`src/logic/tdis_pkg.sv`:
```
`default_nettype none
package tdis_pkg;
    // Register bus
    localparam int          ADDR_W        = 8;
    localparam int          DATA_W        = 32;
    localparam logic [7:0]  CTRL_OFS      = 8'h00;
    localparam logic [7:0]  TS_GRP_OFS    = 8'h04;
    localparam logic [7:0]  KEY_GRP_OFS   = 8'h08;
    localparam logic [7:0]  LIMIT_OFS     = 8'h0C;
    localparam logic [7:0]  TS_STAT_OFS   = 8'h10;
    localparam logic [7:0]  KEY_STAT_OFS  = 8'h14;
    localparam logic [7:0]  PROX_STAT_OFS = 8'h18;
    localparam logic [7:0]  IRQ_STAT_OFS  = 8'h1C;
    localparam logic [7:0]  IRQ_MASK_OFS  = 8'h20;
    // Field positions
    localparam int          KEY_INT_BIT   = 0;
    localparam int          LIM_FW        = 8;
    localparam int          TS_LIM_LSB    = 0;
    localparam int          KEY_LIM_LSB   = 8;
    localparam int          PROX_LIM_LSB  = 16;
    // Interrupt status layout
    localparam int          IRQ_W         = 4;
    localparam int          IRQ_TS        = 0;
    localparam int          IRQ_KEY       = 1;
    localparam int          IRQ_PROX      = 2;
    localparam int          IRQ_REL       = 3;
    // Reset values
    localparam logic [LIM_FW-1:0] LIM_RST  = 8'h00;
    localparam logic [IRQ_W-1:0]  MASK_RST = 4'h0;
endpackage
`default_nettype wire

```
`src/logic/tdis_core.sv`:
```
`timescale 1ns/1ps
`default_nettype none
// How it works
// (RULE_01) First object to detect owns the group
// (RULE_02) Group blocks new detections until owner releases
// (RULE_03) An object may join several groups
// (RULE_04) Touchscreen and key array suppress each other
// (RULE_05) Internal suppression: one touched key wins
// (RULE_06) Internal suppression exists only in key array
// (RULE_07) Held touch survives enabling suppression until release
// (RULE_08) Count up on each acquisition above threshold
// (RULE_09) Touch declared when count reaches limit
// (RULE_10) Acquisition below threshold clears the count
// (RULE_11) Groups and internal enable come from config
// (RULE_12) Separate integration limit per touch object
// (RULE_13) Configure several-cycle limit when using suppression
// (RULE_14) Reset clears counts, detections and ownership
module tdis_core #(
    parameter int TS_CH   = 16,
    parameter int KEY_CH  = 8,
    parameter int PROX_CH = 4,
    parameter int NGRP    = 4,
    parameter int CW      = tdis_pkg::LIM_FW
) (
    input  wire logic                        pclk,
    input  wire logic                        presetn,
    input  wire logic [tdis_pkg::ADDR_W-1:0] paddr,
    input  wire logic                        psel,
    input  wire logic                        penable,
    input  wire logic                        pwrite,
    input  wire logic [tdis_pkg::DATA_W-1:0] pwdata,
    output logic      [tdis_pkg::DATA_W-1:0] prdata,
    output logic                             pready,
    output logic                             pslverr,
    input  wire logic                        acq_tick,
    input  wire logic [TS_CH-1:0]            ts_above,
    input  wire logic [KEY_CH-1:0]           key_above,
    input  wire logic [PROX_CH-1:0]          prox_above,
    output logic      [TS_CH-1:0]            ts_touch,
    output logic      [KEY_CH-1:0]           key_touch,
    output logic      [PROX_CH-1:0]          prox_touch,
    output logic                             irq
);
    import tdis_pkg::*;

    localparam int NCH    = TS_CH + KEY_CH + PROX_CH;
    localparam int KEY_LO = TS_CH;
    localparam int KEY_HI = TS_CH + KEY_CH - 1;
    localparam int PX_LO  = TS_CH + KEY_CH;

    typedef struct packed {
        logic [NCH-1:0][CW-1:0] cnt;
        logic [NCH-1:0]         rep;
        logic                   key_int_en;
        logic [NGRP-1:0]        ts_grp;
        logic [NGRP-1:0]        key_grp;
        logic [CW-1:0]          ts_lim;
        logic [CW-1:0]          key_lim;
        logic [CW-1:0]          px_lim;
        logic [IRQ_W-1:0]       irq_stat;
        logic [IRQ_W-1:0]       irq_mask;
        logic [DATA_W-1:0]      prdata;
        logic                   pslverr;
    } tdis_state_t;

    tdis_state_t        st;
    tdis_state_t        next_st;
    logic [NCH-1:0]     above;
    logic [CW-1:0]      ch_lim [NCH];
    logic [NCH-1:0]     raw;
    logic               ts_act;
    logic               key_act;
    logic               shared;
    logic [DATA_W-1:0]  rd;
    logic               hit;
    logic [IRQ_W-1:0]   clr;
    logic [IRQ_W-1:0]   ev;
    logic [CW-1:0]      nlim;

    assign above = {prox_above, key_above, ts_above};

    // Per-channel limit chosen by owning object
    genvar g;
    generate
        for (g = 0; g < NCH; g++) begin : g_ch
            if (g < KEY_LO) begin : g_ts
                assign ch_lim[g] = st.ts_lim;                          // [RULE_12]
            end else if (g < PX_LO) begin : g_key
                assign ch_lim[g] = st.key_lim;                         // [RULE_12]
            end else begin : g_px
                assign ch_lim[g] = st.px_lim;                          // [RULE_12]
            end

        end
    endgenerate

    always_comb begin
        next_st = st;
        raw     = '0;
        ts_act  = 1'b0;
        key_act = 1'b0;
        rd      = '0;
        hit     = 1'b1;
        clr     = '0;
        ev      = '0;
        nlim    = '0;

        // Register read decode
        case (paddr)
            CTRL_OFS: begin
                rd[KEY_INT_BIT] = st.key_int_en;
            end
            TS_GRP_OFS: begin
                rd[NGRP-1:0] = st.ts_grp;
            end
            KEY_GRP_OFS: begin
                rd[NGRP-1:0] = st.key_grp;
            end
            LIMIT_OFS: begin
                rd[TS_LIM_LSB +: CW]   = st.ts_lim;
                rd[KEY_LIM_LSB +: CW]  = st.key_lim;
                rd[PROX_LIM_LSB +: CW] = st.px_lim;
            end
            TS_STAT_OFS: begin
                rd = DATA_W'(st.rep[TS_CH-1:0]);
            end
            KEY_STAT_OFS: begin
                rd = DATA_W'(st.rep[KEY_HI:KEY_LO]);
            end
            PROX_STAT_OFS: begin
                rd = DATA_W'(st.rep[NCH-1:PX_LO]);
            end
            IRQ_STAT_OFS: begin
                rd[IRQ_W-1:0] = st.irq_stat;
            end
            IRQ_MASK_OFS: begin
                rd[IRQ_W-1:0] = st.irq_mask;
            end
            default: begin
                hit = 1'b0;
            end
        endcase
        if (psel && !penable) begin
            next_st.prdata  = rd;
            next_st.pslverr = !hit;
        end

        // Register writes
        if (psel && penable && pwrite && hit) begin
            case (paddr)
                CTRL_OFS: begin
                    next_st.key_int_en = pwdata[KEY_INT_BIT];                   // [RULE_11]
                end
                TS_GRP_OFS: begin
                    next_st.ts_grp = pwdata[NGRP-1:0];                           // [RULE_11]
                end
                KEY_GRP_OFS: begin
                    next_st.key_grp = pwdata[NGRP-1:0];                          // [RULE_11]
                end
                LIMIT_OFS: begin
                    next_st.ts_lim  = pwdata[TS_LIM_LSB +: CW];                  // [RULE_12]
                    next_st.key_lim = pwdata[KEY_LIM_LSB +: CW];                 // [RULE_12]
                    next_st.px_lim  = pwdata[PROX_LIM_LSB +: CW];                // [RULE_12]
                end
                IRQ_STAT_OFS: begin
                    clr = pwdata[IRQ_W-1:0];
                end
                IRQ_MASK_OFS: begin
                    next_st.irq_mask = pwdata[IRQ_W-1:0];
                end
                default: begin
                end
            endcase
        end

        // Detection integrator
        for (int i = 0; i < NCH; i++) begin
            if (acq_tick) begin
                if (!above[i]) begin
                    next_st.cnt[i] = '0;                                         // [RULE_10]
                end else if (st.cnt[i] < ch_lim[i]) begin
                    next_st.cnt[i] = CW'(st.cnt[i] + 1'b1);                      // [RULE_08]
                end
            end
            if (i < KEY_LO) begin
                nlim = next_st.ts_lim;
            end else if (i < PX_LO) begin
                nlim = next_st.key_lim;
            end else begin
                nlim = next_st.px_lim;
            end
            raw[i] = (nlim != '0) && (next_st.cnt[i] >= nlim);                   // [RULE_09]
            if (!raw[i]) begin
                next_st.rep[i] = 1'b0;
            end
        end

        // Ownership from touches still held
        for (int i = 0; i < KEY_LO; i++) begin
            ts_act = ts_act | next_st.rep[i];
        end
        for (int i = KEY_LO; i <= KEY_HI; i++) begin
            key_act = key_act | next_st.rep[i];
        end
        shared = |(st.ts_grp & st.key_grp);                                     // [RULE_03]

        // Touchscreen enters unless a grouped key owns; ties go to it
        for (int i = 0; i < KEY_LO; i++) begin
            if (raw[i] && !next_st.rep[i] && !(shared && key_act)) begin         // [RULE_04]
                next_st.rep[i] = 1'b1;                                           // [RULE_01]
            end
        end
        for (int i = 0; i < KEY_LO; i++) begin
            ts_act = ts_act | next_st.rep[i];
        end

        // Keys: group level, then internal, lowest index first
        for (int i = KEY_LO; i <= KEY_HI; i++) begin
            if (raw[i] && !next_st.rep[i] && !(shared && ts_act)                 // [RULE_02]
                    && !(st.key_int_en && key_act)) begin                        // [RULE_05]
                next_st.rep[i] = 1'b1;
                key_act        = 1'b1;
            end
        end

        // Proximity: no suppression of any kind
        for (int i = PX_LO; i < NCH; i++) begin
            next_st.rep[i] = raw[i];                                             // [RULE_06]
        end

        // Sticky events, set wins over clear
        ev[IRQ_TS]   = |(next_st.rep[TS_CH-1:0] & ~st.rep[TS_CH-1:0]);
        ev[IRQ_KEY]  = |(next_st.rep[KEY_HI:KEY_LO] & ~st.rep[KEY_HI:KEY_LO]);
        ev[IRQ_PROX] = |(next_st.rep[NCH-1:PX_LO] & ~st.rep[NCH-1:PX_LO]);
        ev[IRQ_REL]  = |(st.rep & ~next_st.rep);
        next_st.irq_stat = (st.irq_stat & ~clr) | ev;
    end

    always_ff @(posedge pclk or negedge presetn) begin
        if (!presetn) begin
            st            <= '0;                                                 // [RULE_14]
            st.ts_lim     <= LIM_RST;
            st.key_lim    <= LIM_RST;
            st.px_lim     <= LIM_RST;
            st.irq_mask   <= MASK_RST;
        end else begin
            st <= next_st;
        end
    end

    assign prdata     = st.prdata;
    assign pslverr    = st.pslverr;
    assign pready     = 1'b1;
    assign ts_touch   = st.rep[TS_CH-1:0];
    assign key_touch  = st.rep[KEY_HI:KEY_LO];
    assign prox_touch = st.rep[NCH-1:PX_LO];
    assign irq        = |(st.irq_stat & st.irq_mask);
endmodule // tdis_core
`default_nettype wire

```
`config.mk`:
```
export PLATFORM = sky130hd
export DESIGN_NAME = tdis_core
export DESIGN_NICKNAME = d
export VERILOG_FILES = /design/src/logic/tdis_pkg.sv /design/src/logic/tdis_core.sv
export SDC_FILE = /design/constraint.sdc
export NUM_CORES = 1
export LEC_CHECK = 0
export BUFFER_PORTS_ARGS = -buffer_cell sky130_fd_sc_hd__buf_4
export CORE_MARGIN = 3
export CORE_UTILIZATION = 50
export CTS_CLUSTER_SIZE = 24
export DETAILED_ROUTE_END_ITERATION = 8
export PLACE_DENSITY = 0.76
export REMOVE_ABC_BUFFERS = 1
export SYNTH_ARGS = -nofsm -noshare
export SYNTH_HDL_FRONTEND = slang
export SYNTH_SLANG_ARGS = --single-unit
```
`constraint.sdc`:
```
create_clock -name pclk -period 6 [get_ports pclk]
set_clock_uncertainty 0.2 [all_clocks]
set_input_delay 1.2 -clock pclk [delete_from_list [all_inputs] [get_ports pclk]]
set_output_delay 1.2 -clock pclk [all_outputs]
set_load 0.005 [all_outputs]
```
==> results of run 1 <==
==> metrics by stage <==
stage	util	power, uW	TNS, ns	worst slack (ns)
2_1_floorplan	-	3660	-5.11	-0.622
3_3_place_gp	0.549	4180	-0.0237	-0.0237
3_5_place_dp	0.549	4260	-0.229	-0.0963
4_1_cts	0.575	6740	0	0.0207
5_1_grt	0.576	7070	-0.738	-0.144
6_report	0.576	6730	0	0.253
==> cells by family after synthesis <==
family          Yosys count  share of synthesized area
fa+ha+maj               448                      0.216
other cells               2                   0.000289
xor+xnor                 66                     0.0222
compound gates          838                      0.226
mux                      47                     0.0193
flops                   318                      0.306
buf+inv                 204                     0.0391
simple gates            870                      0.172
==> sequential cells by signal (all words and copies together), names as in the netlist <==
name        cells
ch_lim         24
key_touch       8
ts_touch       16
st            241
prox_touch      4
pslverr         1
prdata         24
==> worst register-to-register path, stage by stage, from the launching register on <==
cell                        delay [ns]
sky130_fd_sc_hd__dfrtp_1          0.47
sky130_fd_sc_hd__inv_1            0.12
sky130_fd_sc_hd__buf_12           0.18
sky130_fd_sc_hd__ha_1             0.30
sky130_fd_sc_hd__a21o_1           0.16
sky130_fd_sc_hd__a21o_1           0.16
sky130_fd_sc_hd__a21o_1           0.19
sky130_fd_sc_hd__a2111oi_4        0.38
sky130_fd_sc_hd__o21ai_1          0.14
sky130_fd_sc_hd__or4_1            0.51
sky130_fd_sc_hd__nand2_1          0.12
sky130_fd_sc_hd__ha_1             0.25
sky130_fd_sc_hd__a21o_1           0.19
sky130_fd_sc_hd__a2111oi_1        0.42
sky130_fd_sc_hd__o21a_1           0.23
sky130_fd_sc_hd__nor2_1           0.10
sky130_fd_sc_hd__a222oi_1         0.45
sky130_fd_sc_hd__a41oi_2          0.20
sky130_fd_sc_hd__a2111oi_4        0.38
sky130_fd_sc_hd__nand3_4          0.19
sky130_fd_sc_hd__a311oi_1         0.31
==> cells in the final DEF (no fill, tap or decap), types with 56 or more instances in the layout <==
cell,instances
sky130_fd_sc_hd__ha_1,448
sky130_fd_sc_hd__dfrtp_1,317
sky130_fd_sc_hd__nor2_1,208
sky130_fd_sc_hd__buf_4,196
sky130_fd_sc_hd__o21ai_0,175
sky130_fd_sc_hd__a21oi_1,174
sky130_fd_sc_hd__nand2_1,170
sky130_fd_sc_hd__a21o_1,134
sky130_fd_sc_hd__nand3_1,99
sky130_fd_sc_hd__inv_1,97
sky130_fd_sc_hd__or3_1,73
sky130_fd_sc_hd__nand2b_1,68
sky130_fd_sc_hd__or4_1,56
==> worst max-delay path by stage <==
stage,startpoint,end,slack (ns)
global route,ch_lim[97],key_touch[0],-0.14
detailed placement,paddr[7],key_touch[0],-0.1
global placement,paddr[7],key_touch[0],-0.02
floorplan,paddr[7],key_touch[0],-0.62
finish,ch_lim[98],key_touch[0],0.25
CTS,ch_lim[97],key_touch[0],0.02
==> layer usage <==
| metal | share of wire | wire [um] | GRT usage | up-vias |
|---|---|---|---|---|
| met5 | 0.00043 | 33 | 0 | - |
| met4 | 0.038 | 2900 | 0.117 | 4 |
| met3 | 0.084 | 6410 | 0.0633 | 210 |
| met2 | 0.46 | 35100 | 0.448 | 885 |
| met1 | 0.42 | 32200 | 0.360 | 11100 |
| li1 | - | - | - | 10800 |
==> power breakdown <==
| part | internal, uW | total [uW] | switching, uW |
|---|---|---|---|
| sequential | 2290 | 2520 | 235 |
| combinational | 831 | 1750 | 920 |
| clock | 1470 | 2460 | 988 |
==> cell type report <==
cell class,count,area share
Antenna cell,4,0.000342
Clock buffer,55,0.0368
Clock inverter,16,0.00748
Inverter,98,0.0126
Multi-Input combinational cell,2278,0.586
Sequential cell,318,0.272
Tap cell,672,0.0287
Timing Repair Buffer,205,0.0563
==> repair_timing <==
item / in CTS / in global routing
endpoints found under the setup margin: 0 / 10
hold endpoints to repair: 0 / 0
gates resized for setup: 0 / 23
==> run summary, run 1 <==
## Outcome
• finished clean — run status

## Yosys
• sky130_fd_sc_hd__ha_1 — most used standard cell by instance count after synthesis
• sky130_fd_sc_hd__dfrtp_1 — Post-synth top flop
• 448 x sky130_fd_sc_hd__ha_1, 318 x sky130_fd_sc_hd__dfrtp_1, 208 x sky130_fd_sc_hd__nor2_1 — most frequent cells after synthesis
• 0.306 — portion of synthesized cell area occupied by the leading cell type
• 0 — Yosys warning count
• sky130_fd_sc_hd__dfrtp_1 31%, sky130_fd_sc_hd__ha_1 22%, sky130_fd_sc_hd__a21o_1 3.9% — cells taking the most area after synthesis
• 26000 um2 — netlist area before placement
• 1.00 — Synth async-reset ratio
• 318 — register bit total from synthesis
• 2793 — number of standard cells after synthesis
• 0 — number of enable-type register cells in the synthesized netlist
• 9.31 um2 — Post-Synthesis Mean Instance Area
• sky130_fd_sc_hd__dfrtp_1 — Synth area leader
• 0.306 — sequential element share of the synthesized area
• 71 — Netlist cell types

## Layout
• 3462 — final-stage net count
• 3646 — final standard cell count with taps included and fillers excluded
• 29300 um2 — final standard cell area without fillers
• 4307 — number of inserted filler cells in the final layout
• 7960 um2 — area taken by flip-flops and latches
• 12.6% — P&R area growth vs syn
• 0.128 — fraction of final layout cells with drive strength greater than 1
• 17200 um2 — area of the multi-input gates

## Routing
• 76700 um — wire length after detailed routing
• 1893 — violation count after the first detailed-routing iteration
• 0 — DRC
• 6.31 — via count normalized by instance count
• 23000 — total number of vias
• 0 — antenna viol nets, final
• 8 — detailed-router iteration count before antenna repair
• 21.0 um — detailed-route wire length per cell

## Place
• 3571 — number of placed instances, taps included
• 27900 um2 — post-detailed-placement cell area
• 0.920 — gpl congestion
• 56700 um — Detailed Place HPWL
• 119 — port bufs

## Setup path
• 6.27 ns — worst endpoint required time
• key_touch[0] — endpoint of the worst-slack reg-to-reg timing path
• 16 — top fanout value on the critical path
• compound AO/OA/AOI/OAI gates — dominant delay contributor by cell family on the critical path
• ch_lim[98] — launching point of the worst reg2reg path
• 6.01 ns — Arr. time, crit path
• 2 — Worst Path Buf+Inv
• register — nature of the critical path endpoint
• register to register — Critical Setup Path Class
• inv_1, buf_12, ha_1, a21o_1, a21o_1, a21o_1, a2111oi_4, o21ai_1, or4_1, nand2_1, ha_1, a21o_1, a2111oi_1, o21a_1, nor2_1, a222oi_1, a41oi_2, a2111oi_4, nand3_4, a311oi_1 — cells along the critical path
• register — critical path startpoint category
• sky130_fd_sc_hd__or4_1 — slowest cell on the critical path
• 20 — number of gates on the worst path with buffers counted
• 0.51 ns — longest individual stage delay on the worst path
• sky130_fd_sc_hd__a21o_1 — Critical Path Most Common Cell
• 20 — Worst Reg-to-Reg Cells
• 0.25 ns — worst reg2reg setup slack

## Timing
• 0 — number of max-slew violations in the final report
• 1.11 ns — transition time at the pin with the least slew margin
• 0 — Final Hold Violating Endpoints
• 0.274 ns — Hold WS
• yes — setup repair after global routing missed its margin
• 5.75 ns — Final Critical Period
• 174 MHz — upper clock frequency limit
• 0.958 — Tcrit/Tclk final
• 0.257 — worst slew slack as a fraction of its limit
• 0 — Setup violations, final

## Job
• 0 — Max-Cap Viols

## Clocking
• 0 — hold buffer count at cts
• built — CTS tree
• 2 — number of levels the H-tree was split into
• 0.57 ns — later-pin clock latency in the skew report
• sky130_fd_sc_hd__clkbuf_16 — Root Buffer Master
• 39 — clock buffer count from CTS
• 0.06 ns — clock input transition at the sequential cells of the worst setup and hold paths
• 3 — Clock Tree Buf Depth
• 318 — TritonCTS sink count
• 0 — Post-CTS Repair Setup Buffers

## Floorplanning
• 234 um — x dimension of the die
• 50800 um2 — Placeable Area
• 137 — top-level port count
• 54800 um2 — overall die area
• 0.512 — initial core utilization
• 82 — count of standard-cell rows
• 234 um — vertical die dimension

## GRT
• 115 — pin count of the biggest net entering global routing
• 23100 — via count of the first global-routing pass
• 0 — remaining global-route overflow
• 122000 um — first-pass GRT wire length
• 0.278 — gr usage total
• 5 — number of antenna violations at the first check in global routing

## Worst hold path
• register to register — Worst Hold Class
• 1 — Min-Delay Path Depth
• prdata[3] — Hold Path End
• prdata[3] — startpoint of the lowest-slack hold path

## Pwr
• 230 nW/um2 — pwr dens
• 208 uV — Peak VDD IR
• 0.0133 uW — leakage component of the power

(Power assumes the default switching activity.)
==> run 2: changes to the inputs <==
--- a/config.mk
+++ b/config.mk
@@ -5,7 +5,7 @@
 export SDC_FILE = /design/constraint.sdc
 export NUM_CORES = 1
 export LEC_CHECK = 0
-export BUFFER_PORTS_ARGS = -buffer_cell sky130_fd_sc_hd__buf_4
+export BUFFER_PORTS_ARGS = -buffer_cell sky130_fd_sc_hd__buf_2
 export CORE_MARGIN = 3
 export CORE_UTILIZATION = 50
 export CTS_CLUSTER_SIZE = 24
==> constraint.sdc (replaced) <==
create_clock -name pclk -period 6.29 [get_ports pclk]
set_clock_uncertainty 0.2 [all_clocks]
set_input_delay 1.258 -clock pclk [delete_from_list [all_inputs] [get_ports pclk]]
set_output_delay 1.258 -clock pclk [all_outputs]
set_load 0.005 [all_outputs]
==> run 2 against run 1 <==
- critical path depth is 1 higher
- core utilization is 1.1 points lower
- fmax is 4.5% lower
- sequential cell count stayed put
- sequential share of layout area is 0.54 points higher
- wire length is 1.3% lower
- register-to-register slack better by 0.02 ns
- worst hold slack hardly changed
- largest cell class unchanged
- highest routed layer unchanged
==> run summary, run 2 (synthesis gave the netlist of run 1 again) <==
## Outcome
• finished clean — run status

## Setup path
• register — critical path startpoint category
• 6.27 ns — Arr. time, crit path
• 2 — Worst Path Buf+Inv
• sky130_fd_sc_hd__a21o_1 — Critical Path Most Common Cell
• ch_lim[97] — launching point of the worst reg2reg path
• register — nature of the critical path endpoint
• 16 — top fanout value on the critical path
• register to register — Critical Setup Path Class
• compound AO/OA/AOI/OAI gates — dominant delay contributor by cell family on the critical path
• sky130_fd_sc_hd__or4_1 — slowest cell on the critical path
• 0.50 ns — longest individual stage delay on the worst path
• inv_1, buf_12, ha_1, a21o_1, a21o_1, a21o_1, a21o_1, a2111oi_4, o21ai_1, or4_1, nand2_1, ha_1, a21o_1, a2111oi_0, o21a_1, nor2_1, a222oi_1, a41oi_1, a2111oi_4, nand3_2, a311oi_1 — cells along the critical path
• 6.54 ns — worst endpoint required time
• ch_lim[97] — Worst Setup SP

## GRT
• 0.274 — gr usage total
• 9 — number of antenna violations at the first check in global routing
• 121000 um — first-pass GRT wire length
• 112 — pin count of the biggest net entering global routing
• 0 — remaining global-route overflow
• 23100 — via count of the first global-routing pass

## Layout
• 241 — max FFs per register
• 0.565 — utilization of the core after routing
• 3438 — final-stage net count
• st — register bank with the most flops
• sky130_fd_sc_hd__ha_1 — leading cell type in the layout, fill and taps excluded
• 448 x sky130_fd_sc_hd__ha_1, 318 x sky130_fd_sc_hd__dfrtp_1, 208 x sky130_fd_sc_hd__nor2_1, 178 x sky130_fd_sc_hd__a21oi_1, 177 x sky130_fd_sc_hd__o21ai_0 — most frequent cells in the layout
• 10.4% — P&R area growth vs syn
• 0.119 — fraction of final layout cells with drive strength greater than 1
• 28700 um2 — final standard cell area without fillers

## Timing
• 0 ns — final sum of negative setup slack
• 0.281 — worst slew slack as a fraction of its limit
• 6.02 ns — Final Critical Period
• 0.957 — Tcrit/Tclk final
• 166 MHz — upper clock frequency limit
• 0 — Setup violations, final
• 0 — Final Hold Violating Endpoints
• 1.08 ns — transition time at the pin with the least slew margin
• 0 — number of max-slew violations in the final report
• no — setup repair after global routing missed its margin

## Floorplanning
• 50800 um2 — Placeable Area
• 234 um — x dimension of the die
• 54800 um2 — overall die area
• 234 um — vertical die dimension
• 0.512 — initial core utilization
• 137 — top-level port count
• 82 — count of standard-cell rows

## Place
• 119 — port bufs
• 55100 um — Detailed Place HPWL
• 0.930 — gpl congestion
• 27400 um2 — post-detailed-placement cell area

## Clocking
• 0.06 ns — clock input transition at the sequential cells of the worst setup and hold paths
• 3 — Clock Tree Buf Depth
• 318 — TritonCTS sink count
• 2 — number of levels the H-tree was split into
• 38 — clock buffer count from CTS
• 0 — hold buffer count at cts
• sky130_fd_sc_hd__clkbuf_16 — Root Buffer Master
• 0.57 ns — later-pin clock latency in the skew report
• built — CTS tree

## Routing
• 75700 um — wire length after detailed routing
• 22900 — total number of vias
• 20.9 um — detailed-route wire length per cell
• 0 — DRC
• 1910 — violation count after the first detailed-routing iteration
• 7 — detailed-router iteration count before antenna repair
• 6.34 — via count normalized by instance count
• 0 — antenna viol nets, final

## Pwr
• 0.0131 uW — leakage component of the power
• 0.358 — clock share of power
• 218 nW/um2 — pwr dens
• 2020 uW — Switch Pwr
• 6260 uW — Final Power
• 0.322 — switching power share of the total
• 0.382 — Sequential Power Share
• 0.259 — share of power burned in combinational logic
• 4240 uW — Pint
• 223 uV — Peak VDD IR

## Job
• 0 — Max-Cap Viols

## Worst hold path
• prdata[3] — startpoint of the lowest-slack hold path
• register to register — Worst Hold Class

==> run 2: cell count changes in the layout (fill, tap and decap cells not counted), moves of 4 or more <==
cell,previous run,this run
sky130_fd_sc_hd__a21oi_2,7,3
sky130_fd_sc_hd__a21oi_1,174,178
sky130_fd_sc_hd__clkinv_2,7,3
sky130_fd_sc_hd__buf_2,0,117
sky130_fd_sc_hd__a2111oi_0,14,21
sky130_fd_sc_hd__a2111oi_1,6,0
sky130_fd_sc_hd__o21ai_1,15,11
sky130_fd_sc_hd__buf_4,196,56
==> run 2: worst register-to-register path, cell delays in order (launching register included) <==
cell                        delay [ns]
sky130_fd_sc_hd__dfrtp_1          0.43
sky130_fd_sc_hd__inv_1            0.12
sky130_fd_sc_hd__buf_12           0.21
sky130_fd_sc_hd__ha_1             0.27
sky130_fd_sc_hd__a21o_1           0.15
sky130_fd_sc_hd__a21o_1           0.17
sky130_fd_sc_hd__a21o_1           0.16
sky130_fd_sc_hd__a21o_1           0.19
sky130_fd_sc_hd__a2111oi_4        0.43
sky130_fd_sc_hd__o21ai_1          0.24
sky130_fd_sc_hd__or4_1            0.50
sky130_fd_sc_hd__nand2_1          0.12
sky130_fd_sc_hd__ha_1             0.25
sky130_fd_sc_hd__a21o_1           0.18
sky130_fd_sc_hd__a2111oi_0        0.38
sky130_fd_sc_hd__o21a_1           0.24
sky130_fd_sc_hd__nor2_1           0.10
sky130_fd_sc_hd__a222oi_1         0.38
sky130_fd_sc_hd__a41oi_1          0.23
sky130_fd_sc_hd__a2111oi_4        0.35
sky130_fd_sc_hd__nand3_2          0.24
sky130_fd_sc_hd__a311oi_1         0.35
==> run 2: cell type report <==
cell class / count / area [um2]
Clock buffer: 55 / 1080
Tap cell: 672 / 841
Antenna cell: 4 / 10.0
Multi-Input combinational cell: 2278 / 17100
Sequential cell: 318 / 7960
Fill cell: 4422 / 22100
Inverter: 98 / 368
Clock inverter: 12 / 156
Timing Repair Buffer: 182 / 1180
==> run 2: worst paths after layout <==
check / endpoint / slack [ns] / depth (start not counted)
min reg2reg: prdata[3] / 0.27 / 1
min in group asynchronous: st[302] / 0.53 / 1
max: key_touch[0] / 0.27 / 21
min: prdata[3] / 0.27 / 1
max in group asynchronous: st[170] / 4.07 / 2
max reg2reg: key_touch[0] / 0.27 / 21
==> run 2: per-stage QoR <==
stage	instances	setup WS, ns	hold WS, ns
2_1_floorplan	2694	-0.390	0.271
3_3_place_gp	3548	0.173	0.261
3_5_place_dp	3548	0.117	0.263
4_1_cts	3615	0.154	0.282
5_1_grt	3616	0.00374	0.296
6_report	3619	0.270	0.274
==> run 2: repair_timing <==
action / in CTS / in global routing
buffers inserted: 0 / 0
gates resized for setup: 0 / 7
endpoints found under the setup margin: 0 / 8
==> run 2: layer usage <==
layer,vias to the layer above,share of wire,track usage
met5,-,0.00078,0
met4,8,0.037,0.107
met3,199,0.079,0.0554
met2,895,0.46,0.451
met1,11100,0.42,0.356
li1,10800,-,-
==> run 2: power by group through the flow <==
stage / clock (uW) / sequential (uW) / combinational, uW
2_1_floorplan: 0 / 2360 / 1130
3_3_place_gp: 0 / 2410 / 1520
3_5_place_dp: 0 / 2420 / 1590
4_1_cts: 2280 / 2380 / 1600
5_1_grt: 2350 / 2410 / 1820
6_report: 2240 / 2390 / 1620
